### src/rtccr_pkg.sv
// package: register map, field layout and constants of the rtc control and count block
`default_nettype none
package rtccr_pkg;
  // ----------------------------------------------------------------
  // register byte addresses on the axi4-lite bus
  // ----------------------------------------------------------------
  localparam logic [4:0] RTCCR_OFF_CTRL   = 5'h00;
  localparam logic [4:0] RTCCR_OFF_CNT1   = 5'h04;
  localparam logic [4:0] RTCCR_OFF_CNT2   = 5'h08;
  localparam logic [4:0] RTCCR_OFF_CNT3   = 5'h0C;
  localparam logic [4:0] RTCCR_OFF_CNT4   = 5'h10;
  localparam logic [4:0] RTCCR_OFF_STATUS = 5'h14;
  localparam logic [4:0] RTCCR_OFF_MASK   = 5'h18;
  // ----------------------------------------------------------------
  // clock_control fields
  // ----------------------------------------------------------------
  localparam int RTCCR_BIT_BCD  = 7;
  localparam int RTCCR_BIT_HOLD = 6;
  localparam int RTCCR_MODE_HI  = 5;
  localparam int RTCCR_MODE_LO  = 4;
  localparam int RTCCR_EVT_HI   = 3;
  localparam int RTCCR_EVT_LO   = 2;
  localparam int RTCCR_BIT_IE   = 1;
  localparam int RTCCR_BIT_FLAG = 0;
  localparam logic [7:0] RTCCR_CTRL_RESET = 8'h40;
  localparam logic [7:0] RTCCR_CNT_RESET  = 8'h00;
  // ----------------------------------------------------------------
  // interrupt status bits
  // ----------------------------------------------------------------
  localparam int RTCCR_ST_EVENT = 0;
  localparam int RTCCR_ST_WRAP  = 1;
  localparam logic [1:0] RTCCR_ST_RESET = 2'h0;
  // ----------------------------------------------------------------
  // calendar limits and write masks
  // ----------------------------------------------------------------
  localparam logic [7:0] RTCCR_SEC_MAX_HEX  = 8'h3B;
  localparam logic [7:0] RTCCR_SEC_MAX_BCD  = 8'h59;
  localparam logic [7:0] RTCCR_HOUR_MAX_HEX = 8'h17;
  localparam logic [7:0] RTCCR_HOUR_MAX_BCD = 8'h23;
  localparam logic [7:0] RTCCR_NOON_HEX     = 8'h0C;
  localparam logic [7:0] RTCCR_NOON_BCD     = 8'h12;
  localparam logic [7:0] RTCCR_DOW_MAX      = 8'h06;
  localparam logic [7:0] RTCCR_MASK_HEX     = 8'h3F;
  localparam logic [7:0] RTCCR_MASK_BCD     = 8'h7F;
  localparam logic [7:0] RTCCR_MASK_DOW     = 8'h07;
  localparam logic [1:0] RTCCR_RESP_OKAY    = 2'h0;
  localparam logic [1:0] RTCCR_RESP_SLVERR  = 2'h2;
  typedef enum logic [1:0] {
    RTCCR_MODE_AUX,
    RTCCR_MODE_TAP,
    RTCCR_MODE_SUB,
    RTCCR_MODE_CAL
  } rtccr_mode_t;
  typedef enum logic [1:0] {
    RTCCR_EV_FIRST,
    RTCCR_EV_SECOND,
    RTCCR_EV_THIRD,
    RTCCR_EV_FOURTH
  } rtccr_evt_t;
endpackage : rtccr_pkg
`default_nettype wire

### src/rtccr_top.sv
// rtc control register, cascaded count bytes, calendar time, axi4-lite slave
//
// The implementer's own choices: the register addresses and the AXI4-Lite slave port.
`default_nettype none
module rtccr_top
  import rtccr_pkg::*;
#(
  parameter int ADDR_W = 5
) (
  input  wire logic              clock_in,
  input  wire logic              rstn_in,
  input  wire logic              aux_clock_in,
  input  wire logic              subsystem_clock_in,
  input  wire logic              prescaler_tap_in,
  input  wire logic              irq_service_in,
  input  wire logic [ADDR_W-1:0] s_axi_awaddr,
  input  wire logic              s_axi_awvalid,
  output logic                   s_axi_awready,
  input  wire logic [31:0]       s_axi_wdata,
  input  wire logic [3:0]        s_axi_wstrb,
  input  wire logic              s_axi_wvalid,
  output logic                   s_axi_wready,
  output logic [1:0]             s_axi_bresp,
  output logic                   s_axi_bvalid,
  input  wire logic              s_axi_bready,
  input  wire logic [ADDR_W-1:0] s_axi_araddr,
  input  wire logic              s_axi_arvalid,
  output logic                   s_axi_arready,
  output logic [31:0]            s_axi_rdata,
  output logic [1:0]             s_axi_rresp,
  output logic                   s_axi_rvalid,
  input  wire logic              s_axi_rready,
  output logic                   prescaler_irq_flag_out,
  output logic                   prescaler_hold_out,
  output logic                   irq_out
);
  if (ADDR_W < 5) begin : g_chk
    $error("ADDR_W must cover the register map");
  end

  // ----------------------------------------------------------------
  // reset release
  // ----------------------------------------------------------------
  logic [1:0] rst_sync_q;
  logic       rstn;
  always_ff @(posedge clock_in or negedge rstn_in) begin
    if (!rstn_in) begin
      rst_sync_q <= 2'h0;
    end else begin
      rst_sync_q <= {rst_sync_q[0], 1'b1};
    end
  end
  assign rstn = rst_sync_q[1];

  // ----------------------------------------------------------------
  // source clock sampling: three flops, change counts when 2nd and 3rd agree
  // ----------------------------------------------------------------
  logic [2:0] src_pin;
  logic [2:0] src_s1_q;
  logic [2:0] src_s2_q;
  logic [2:0] src_s3_q;
  logic [2:0] src_lvl_q;
  logic [2:0] src_edge;
  assign src_pin = {prescaler_tap_in, subsystem_clock_in, aux_clock_in};
  for (genvar i = 0; i < 3; i++) begin : g_src
    always_ff @(posedge clock_in or negedge rstn) begin
      if (!rstn) begin
        src_s1_q[i]  <= 1'b0;
        src_s2_q[i]  <= 1'b0;
        src_s3_q[i]  <= 1'b0;
        src_lvl_q[i] <= 1'b0;
      end else begin
        src_s1_q[i] <= src_pin[i];
        src_s2_q[i] <= src_s1_q[i];
        src_s3_q[i] <= src_s2_q[i];
        if (src_s2_q[i] == src_s3_q[i]) begin
          src_lvl_q[i] <= src_s3_q[i];
        end
      end
    end
    assign src_edge[i] = (src_s2_q[i] == src_s3_q[i]) && src_s3_q[i] && !src_lvl_q[i];
  end

  // ----------------------------------------------------------------
  // control fields and source selection
  // ----------------------------------------------------------------
  logic [7:0]      ctrl_q;
  logic [3:0][7:0] cnt_q;
  logic [3:0][7:0] cnt_d;
  rtccr_mode_t     mode;
  rtccr_evt_t      evsel;
  logic            cal;
  logic            bcd;
  logic            hold;
  logic            ie;
  logic            tick;
  logic            src_sel;
  assign mode  = rtccr_mode_t'(ctrl_q[RTCCR_MODE_HI:RTCCR_MODE_LO]);
  assign evsel = rtccr_evt_t'(ctrl_q[RTCCR_EVT_HI:RTCCR_EVT_LO]);
  assign cal   = (mode == RTCCR_MODE_CAL);
  assign bcd   = ctrl_q[RTCCR_BIT_BCD] && cal;
  assign hold  = ctrl_q[RTCCR_BIT_HOLD];
  assign ie    = ctrl_q[RTCCR_BIT_IE];
  always_comb begin
    unique case (mode)
      RTCCR_MODE_AUX: src_sel = src_edge[0];
      RTCCR_MODE_SUB: src_sel = src_edge[1];
      RTCCR_MODE_TAP: src_sel = src_edge[2];
      RTCCR_MODE_CAL: src_sel = src_edge[2];
    endcase
  end
  assign tick               = src_sel && !hold;
  assign prescaler_hold_out = hold && cal;

  // ----------------------------------------------------------------
  // axi4-lite write address, data and response channels
  // ----------------------------------------------------------------
  logic              aw_have_q;
  logic              w_have_q;
  logic [ADDR_W-1:0] aw_addr_q;
  logic [7:0]        w_data_q;
  logic              w_lane_q;
  logic              wr_go;
  logic              wr_ok;
  logic              wr_ctrl;
  logic [3:0]        wr_cnt;
  logic              wr_status;
  logic              wr_mask;
  assign s_axi_awready = !aw_have_q && !s_axi_bvalid;
  assign s_axi_wready  = !w_have_q && !s_axi_bvalid;
  assign wr_go         = aw_have_q && w_have_q && !s_axi_bvalid;
  always_comb begin
    wr_ctrl   = 1'b0;
    wr_cnt    = 4'h0;
    wr_status = 1'b0;
    wr_mask   = 1'b0;
    wr_ok     = 1'b1;
    unique case (aw_addr_q[4:0])
      RTCCR_OFF_CTRL:   wr_ctrl   = 1'b1;
      RTCCR_OFF_CNT1:   wr_cnt[0] = 1'b1;
      RTCCR_OFF_CNT2:   wr_cnt[1] = 1'b1;
      RTCCR_OFF_CNT3:   wr_cnt[2] = 1'b1;
      RTCCR_OFF_CNT4:   wr_cnt[3] = 1'b1;
      RTCCR_OFF_STATUS: wr_status = 1'b1;
      RTCCR_OFF_MASK:   wr_mask   = 1'b1;
      default:          wr_ok     = 1'b0;
    endcase
    if (aw_addr_q[ADDR_W-1:0] >> 5 != '0) begin
      wr_ok = 1'b0;
    end
    if (!(wr_go && w_lane_q && wr_ok)) begin
      wr_ctrl   = 1'b0;
      wr_cnt    = 4'h0;
      wr_status = 1'b0;
      wr_mask   = 1'b0;
    end
  end
  always_ff @(posedge clock_in or negedge rstn) begin
    if (!rstn) begin
      aw_have_q    <= 1'b0;
      w_have_q     <= 1'b0;
      aw_addr_q    <= '0;
      w_data_q     <= 8'h00;
      w_lane_q     <= 1'b0;
      s_axi_bvalid <= 1'b0;
      s_axi_bresp  <= RTCCR_RESP_OKAY;
    end else begin
      if (s_axi_awvalid && s_axi_awready) begin
        aw_have_q <= 1'b1;
        aw_addr_q <= s_axi_awaddr;
      end
      if (s_axi_wvalid && s_axi_wready) begin
        w_have_q <= 1'b1;
        w_data_q <= s_axi_wdata[7:0];
        w_lane_q <= s_axi_wstrb[0];
      end
      if (wr_go) begin
        aw_have_q    <= 1'b0;
        w_have_q     <= 1'b0;
        s_axi_bvalid <= 1'b1;
        s_axi_bresp  <= wr_ok ? RTCCR_RESP_OKAY : RTCCR_RESP_SLVERR;
      end else if (s_axi_bready) begin
        s_axi_bvalid <= 1'b0;
      end
    end
  end

  // ----------------------------------------------------------------
  // counting: a byte write wins over the tick for that byte only; the
  // other bytes still advance, so only the written byte's tick may be lost
  // ----------------------------------------------------------------
  function automatic logic [8:0] cal_next(input logic [7:0] v, input logic [7:0] vmax, input logic in_bcd);
    logic [8:0] r;
    r = {1'b0, v + 8'h01};
    if (v == vmax) begin
      r = 9'h100;
    end else if (in_bcd && v[3:0] == 4'h9) begin
      r = {1'b0, v[7:4] + 4'h1, 4'h0};
    end
    return r;
  endfunction

  logic [8:0]  sec_n;
  logic [8:0]  min_n;
  logic [8:0]  hour_n;
  logic [8:0]  dow_n;
  logic [32:0] cnt_sum;
  logic [3:0]  ovf;
  logic [3:0]  cal_ev;
  logic        event_hit;
  logic        wrap_hit;
  logic        fmt_clear;
  logic [7:0]  tmask;
  logic [7:0]  wmask [4];
  assign tmask    = bcd ? RTCCR_MASK_BCD : RTCCR_MASK_HEX;
  assign wmask[0] = cal ? tmask : 8'hFF;
  assign wmask[1] = cal ? tmask : 8'hFF;
  assign wmask[2] = cal ? RTCCR_MASK_HEX : 8'hFF;
  assign wmask[3] = cal ? RTCCR_MASK_DOW : 8'hFF;
  assign sec_n    = cal_next(cnt_q[0], bcd ? RTCCR_SEC_MAX_BCD : RTCCR_SEC_MAX_HEX, bcd);
  assign min_n    = cal_next(cnt_q[1], bcd ? RTCCR_SEC_MAX_BCD : RTCCR_SEC_MAX_HEX, bcd);
  assign hour_n   = cal_next(cnt_q[2], bcd ? RTCCR_HOUR_MAX_BCD : RTCCR_HOUR_MAX_HEX, bcd);
  assign dow_n    = cal_next(cnt_q[3], RTCCR_DOW_MAX, 1'b0);
  assign cnt_sum  = {1'b0, cnt_q} + 33'h1;
  // overflow of byte i means all bytes up to i were at FF when the tick came
  for (genvar i = 0; i < 4; i++) begin : g_ovf
    assign ovf[i] = tick && !cal && (cnt_q[i:0] == '1);
  end
  assign cal_ev[0] = tick && cal && sec_n[8];
  assign cal_ev[1] = cal_ev[0] && min_n[8];
  assign cal_ev[2] = cal_ev[1] && hour_n[8];
  assign cal_ev[3] = cal_ev[1] && (hour_n[7:0] == (bcd ? RTCCR_NOON_BCD : RTCCR_NOON_HEX));
  assign event_hit = cal ? cal_ev[evsel] : ovf[evsel];
  assign wrap_hit  = cal ? cal_ev[2] : ovf[3];
  // crossing the calendar boundary either way or flipping the format clears the time
  assign fmt_clear = wr_ctrl && ((w_data_q[RTCCR_BIT_BCD] != ctrl_q[RTCCR_BIT_BCD])
                     || ((w_data_q[RTCCR_MODE_HI:RTCCR_MODE_LO] == 2'h3) != cal));

  always_comb begin
    cnt_d = cnt_q;
    if (tick && !cal) begin
      cnt_d = cnt_sum[31:0];
    end else if (tick) begin
      cnt_d[0] = sec_n[7:0];
      if (sec_n[8]) begin
        cnt_d[1] = min_n[7:0];
      end
      if (sec_n[8] && min_n[8]) begin
        cnt_d[2] = hour_n[7:0];
      end
      if (cal_ev[2]) begin
        cnt_d[3] = dow_n[7:0];
      end
    end
    for (int i = 0; i < 4; i++) begin
      if (wr_cnt[i]) begin
        cnt_d[i] = w_data_q & wmask[i];
      end
    end
    if (fmt_clear) begin
      cnt_d = '0;
    end
  end
  always_ff @(posedge clock_in or negedge rstn) begin
    if (!rstn) begin
      cnt_q <= {4{RTCCR_CNT_RESET}};
    end else begin
      cnt_q <= cnt_d;
    end
  end

  // ----------------------------------------------------------------
  // control register and flags: a hardware set beats every clear
  // ----------------------------------------------------------------
  logic [1:0] status_q;
  logic [1:0] mask_q;
  logic [1:0] status_set;
  always_ff @(posedge clock_in or negedge rstn) begin
    if (!rstn) begin
      ctrl_q <= RTCCR_CTRL_RESET;
    end else begin
      if (wr_ctrl) begin
        ctrl_q[7:1] <= w_data_q[7:1];
      end
      if (event_hit) begin
        ctrl_q[RTCCR_BIT_FLAG] <= 1'b1;
      end else if (wr_ctrl) begin
        ctrl_q[RTCCR_BIT_FLAG] <= w_data_q[RTCCR_BIT_FLAG];
      end else if (irq_service_in && ie) begin
        ctrl_q[RTCCR_BIT_FLAG] <= 1'b0;
      end
    end
  end
  always_ff @(posedge clock_in or negedge rstn) begin
    if (!rstn) begin
      prescaler_irq_flag_out <= 1'b0;
    end else if (event_hit && ie) begin
      prescaler_irq_flag_out <= 1'b1;
    end else if (irq_service_in) begin
      prescaler_irq_flag_out <= 1'b0;
    end
  end
  assign status_set = {wrap_hit, event_hit};
  always_ff @(posedge clock_in or negedge rstn) begin
    if (!rstn) begin
      status_q <= RTCCR_ST_RESET;
      mask_q   <= RTCCR_ST_RESET;
    end else begin
      status_q <= (status_q & ~(wr_status ? w_data_q[1:0] : 2'h0)) | status_set;
      if (wr_mask) begin
        mask_q <= w_data_q[1:0];
      end
    end
  end
  assign irq_out = |(status_q & mask_q);

  // ----------------------------------------------------------------
  // read channel: data registered at the address handshake
  // ----------------------------------------------------------------
  logic [7:0] rd_byte;
  logic       rd_ok;
  always_comb begin
    rd_ok = (s_axi_araddr >> 5) == '0;
    unique case (s_axi_araddr[4:0])
      RTCCR_OFF_CTRL:   rd_byte = ctrl_q;
      RTCCR_OFF_CNT1:   rd_byte = cnt_q[0];
      RTCCR_OFF_CNT2:   rd_byte = cnt_q[1];
      RTCCR_OFF_CNT3:   rd_byte = cnt_q[2];
      RTCCR_OFF_CNT4:   rd_byte = cnt_q[3];
      RTCCR_OFF_STATUS: rd_byte = {6'h00, status_q};
      RTCCR_OFF_MASK:   rd_byte = {6'h00, mask_q};
      default: begin
        rd_byte = 8'h00;
        rd_ok   = 1'b0;
      end
    endcase
  end
  assign s_axi_arready = !s_axi_rvalid;
  always_ff @(posedge clock_in or negedge rstn) begin
    if (!rstn) begin
      s_axi_rvalid <= 1'b0;
      s_axi_rdata  <= 32'h0000_0000;
      s_axi_rresp  <= RTCCR_RESP_OKAY;
    end else if (s_axi_arvalid && s_axi_arready) begin
      s_axi_rvalid <= 1'b1;
      s_axi_rdata  <= {24'h00_0000, rd_ok ? rd_byte : 8'h00};
      s_axi_rresp  <= rd_ok ? RTCCR_RESP_OKAY : RTCCR_RESP_SLVERR;
    end else if (s_axi_rready) begin
      s_axi_rvalid <= 1'b0;
    end
  end

  // ----------------------------------------------------------------
  // checks
  // ----------------------------------------------------------------
  a_hold_freezes: assert property (
    @(posedge clock_in) disable iff (!rstn) (hold && wr_cnt == 4'h0 && !fmt_clear) |=> $stable(cnt_q))
    else $error("count moved while held");
  a_sub_counts: assert property (
    @(posedge clock_in) disable iff (!rstn)
    (mode == RTCCR_MODE_SUB && src_edge[1] && !hold && wr_cnt == 4'h0 && !fmt_clear)
    |=> cnt_q[0] == 8'($past(cnt_q[0]) + 8'h01))
    else $error("subsystem tick did not increment");
  a_aux_only: assert property (
    @(posedge clock_in) disable iff (!rstn)
    (mode == RTCCR_MODE_AUX && !src_edge[0] && wr_cnt == 4'h0 && !fmt_clear) |=> $stable(cnt_q))
    else $error("count moved without aux tick");
  a_byte_write: assert property (
    @(posedge clock_in) disable iff (!rstn) (wr_cnt[2] && !cal && !fmt_clear) |=> cnt_q[2] == $past(w_data_q))
    else $error("count byte write lost");
  a_flag_sets: assert property (
    @(posedge clock_in) disable iff (!rstn) event_hit |=> ctrl_q[RTCCR_BIT_FLAG] && status_q[RTCCR_ST_EVENT])
    else $error("time event flag not set");
  a_ie_gates: assert property (
    @(posedge clock_in) disable iff (!rstn) (event_hit && !ie) |=> !$rose(prescaler_irq_flag_out))
    else $error("shared flag set with interrupt disabled");
  a_service_clears: assert property (
    @(posedge clock_in) disable iff (!rstn)
    (irq_service_in && ie && !event_hit && !wr_ctrl) |=> !ctrl_q[RTCCR_BIT_FLAG] && !prescaler_irq_flag_out)
    else $error("service did not clear flags");
  a_minute_bits: assert property (
    @(posedge clock_in) disable iff (!rstn) cal |-> !cnt_q[1][7] && (bcd || !cnt_q[1][6]))
    else $error("fixed-zero minute bits set");
  a_format_clear: assert property (
    @(posedge clock_in) disable iff (!rstn) fmt_clear |=> cnt_q == '0)
    else $error("format change did not clear time");
endmodule : rtccr_top
`default_nettype wire

### config.mk
export PLATFORM = sky130hd
export DESIGN_NAME = rtccr_top
export DESIGN_NICKNAME = d
export VERILOG_FILES = /design/src/rtccr_pkg.sv /design/src/rtccr_top.sv
export SDC_FILE = /design/constraint.sdc
export NUM_CORES = 1
export LEC_CHECK = 0
export ABC_AREA = 0
export BUFFER_PORTS_ARGS = -buffer_cell sky130_fd_sc_hd__buf_4
export CORE_MARGIN = 3
export CORE_UTILIZATION = 59
export CTS_CLUSTER_DIAMETER = 40
export DETAILED_ROUTE_END_ITERATION = 16
export PLACE_DENSITY_LB_ADDON = 0.1
export SLEW_MARGIN = 20
export SYNTH_ARGS = -nofsm -noshare
export SYNTH_HDL_FRONTEND = slang
export SYNTH_SLANG_ARGS = --single-unit
export TNS_END_PERCENT = 50
### constraint.sdc
create_clock -name clock_in -period 6.3 [get_ports clock_in]
set_input_delay 0.63 -clock clock_in [delete_from_list [all_inputs] [get_ports clock_in]]
set_output_delay 0.63 -clock clock_in [all_outputs]
set_load 0.03 [all_outputs]
==> run summary <==
sequential fraction of design power: 46.0%
worst skew pair latency: 0.40 ns
most frequent cells in the layout: dfrtp_1, nand2_1, o21ai_0, nor2_1, buf_4
Pleak: 2.817 nW
cells resized by post-CTS repair: 0
PortBufs: 47
Critical Path Fanout Max: 20
Cell Area, Synth: 0.006215 mm²
Congestion Overflow GR: 0
DIE AREA: 0.01180 mm²
Cells after Synth: 716
initial antenna violation count: 0
Final Hold Viols: 0
final setup fails: 0
ant diodes: 0
Fmax achieved: 325.4 MHz
initial core utilization: 62.15%
setup TNS: 0 ns
sequential cell area fraction in the yosys report: 35.05%
Synthesis Warnings: 0
CTS clk-pin slew, worst paths: 0.11 ns
CP required: 6.57 ns
Final Skew: 0.01212 ns
WS Path Type: reg -> reg
Hold WC Path Type: in -> reg
Slew @ Worst Pin: 1.079 ns
core area: 0.01000 mm²
chip width: 108.6 µm
drt wl/cell: 21.06 µm
DR vias/cell: 6.684
met3 wire length: 1.931 mm
Clk pwr share: 17.0%
Cell Area, Placed: 0.006452 mm²
Max Root-Sink Buffers: 2
CTS Root Cell: clkbuf_8
Final Worst Setup Slack: 3.227 ns
number of H-tree levels: 3
ys flop type: dfrtp_1
Max Cap Violations: 0
sw frac: 46.99%
Final Cycle Share: 48.78%
FFs w/ async S/R, synth: 100.0%
P_int: 1.254 mW
clock period minus final worst setup slack: 3.073 ns
first-pass GRT wire length: 28.72 mm
Setup WS pre-CTS: 3.321 ns
Rows: 36
Post-synth EDFFs: 0
Max IR drop VDD: 291.6 µV
P per Cell Area: 355.0 mW/mm²
vias in the first global route: 5445
sw power: 1.112 mW
post-CTS setup buffer count: 0
Routability Congestion: 0.9841
Residual DRC: 0
area delta synth->final: 7.228%
Detailed Routing Iterations Pass 1: 5
met2 WL: 8.110 mm
status: completed
DRT iter0 DRCs: 552
IO Pins: 101
count of pins over their slew limit: 0
cts bufs inserted: 9
final net count: 802
distinct cell type count after synthesis: 88
syn_area_per_cell: 8.680 µm²
most common cell after layout, fill and taps aside: dfrtp_1
pin count of the biggest net entering global routing: 86
Total Wirelength: 18.30 mm
combinational power share: 37.0%
critical path arrival: 3.34 ns
Slew headroom: 28.09%
Synth Register Bits: 87
CTS tree: done
Setup crit end kind: register
via count: 5808
unrepaired setup endpoints after global routing: false
CP Launch Type: register
dpl hpwl: 13.13 mm
Met1 Wirelength: 7.529 mm
GRT Util Overall: 31.90%
layout cells sized above 1: 15.35%
die height: 108.6 µm
post-route cell area: 0.006664 mm²
top layer in use: met4
antenna-violating nets left: 0
CTS Sinks: 87
[worst paths after layout]
check	startpoint	endpoint	slack (ns)	cells after the start
min in group asynchronous	rst_sync_q[1]	src_s3_q[1]	0.49	1
max	ctrl_q[4]	cnt_q[9]	3.23	6
max reg2reg	ctrl_q[4]	cnt_q[9]	3.23	6
min reg2reg	rst_sync_q[0]	rst_sync_q[1]	0.36	0
max in group asynchronous	rst_sync_q[1]	w_data_q[2]	5.30	1
min	aux_clock_in	src_s1_q[0]	0.33	1
[registers in the layout, indices dropped and copies added, names as in the netlist]
| name | cells |
|---|---|
| w_lane_q | 1 |
| s_axi_rdata | 8 |
| s_axi_bvalid | 1 |
| rst_sync_q | 2 |
| src_lvl_q | 3 |
| s_axi_rresp | 1 |
| s_axi_bresp | 1 |
| src_s1_q | 3 |
| mask_q | 2 |
| status_q | 2 |
| w_have_q | 1 |
| ctrl_q | 8 |
| aw_have_q | 1 |
| w_data_q | 8 |
| src_s2_q | 3 |
| s_axi_rvalid | 1 |
| prescaler_irq_flag_out | 1 |
| aw_addr_q | 5 |
| src_s3_q | 3 |
| cnt_q | 32 |
[repair_timing]
| item | CTS | global route |
|---|---|---|
| endpoints found under the setup margin | 0 | 0 |
| hold buffers | 1 | 0 |
| hold endpoints to repair | 2 | 0 |
[cell families (layout without fill, tap and decap cells)]
| logic type | after synthesis | count (layout) | share of synthesized area [%] |
|---|---|---|---|
| AO/OA/AOI/OAI | 210 | 210 | 22.93 |
| XOR/XNOR | 14 | 14 | 1.973 |
| adder cells (fa/ha/maj) | 14 | 14 | 2.819 |
| flip-flops | 87 | 87 | 35.05 |
| multiplexers | 27 | 27 | 5.295 |
| other | 2 | 27 | 0.1208 |
| AND/OR/NAND/NOR | 271 | 271 | 23.82 |
| buffers and inverters | 91 | 86 | 7.993 |
[layer usage]
layer | vias up | GRT usage, %
li1 | 2645 | -
met5 | - | 0
met4 | 0 | 13.53
met3 | 54 | 7.519
met2 | 342 | 49.25
met1 | 2767 | 43.11
[power by group through the flow]
stage / Combinational [mW] / Sequential (mW) / Clock, mW
after floorplan: 0.771 / 0.893 / 0
after global placement: 0.830 / 1.07 / 0
after detailed placement: 0.863 / 1.08 / 0
after CTS: 0.867 / 1.07 / 0.409
after global routing: 0.966 / 1.11 / 0.437
final: 0.875 / 1.09 / 0.402
[per-stage QoR]
stage / instances / hold WS, ns / utilization, % / power (mW)
2_1_floorplan: 741 / 0.3312 / - / 1.664
3_3_place_gp: 852 / 0.3330 / 64.53 / 1.897
3_5_place_dp: 852 / 0.3434 / 64.53 / 1.939
4_1_cts: 869 / 0.3155 / 66.60 / 2.342
5_1_grt: 869 / 0.3034 / 66.64 / 2.511
6_report: 869 / 0.3253 / 66.64 / 2.366
[final cells by class]
| cell class | instances | area (µm²) |
|---|---|---|
| clock buffers | 9 | 123.9 |
| clock inverters | 7 | 73.82 |
| fillers | 841 | 3336 |
| inverters | 18 | 67.56 |
| multi-input cells | 563 | 3654 |
| flip-flops and latches | 87 | 2182 |
| well taps | 133 | 166.4 |
| repair buffers | 52 | 396.6 |
[synthesized netlist by cell type (all sizes together), types with 16 or more instances]
cell | number | area, µm²
inv | 18 | 67.56
dfrtp | 86 | 2152
a31oi | 16 | 115.1
buf | 48 | 334.1
o21ai | 62 | 317.8
a21oi | 45 | 225.2
nor2 | 54 | 202.7
nand2 | 64 | 240.2
clkbuf | 25 | 95.09
nor3 | 20 | 100.1
nand4 | 18 | 112.6
nand3 | 34 | 180.2
[worst max-delay path: stages (launching register included)]
cell and delay (ns):
dfrtp_1 0.68, nor4bb_1 0.61, o31a_1 0.84, a211oi_1 0.20
nor2b_1 0.20, a211oi_1 0.26, o22ai_1 0.14
Note: power is estimated with default switching activity, not from simulation.
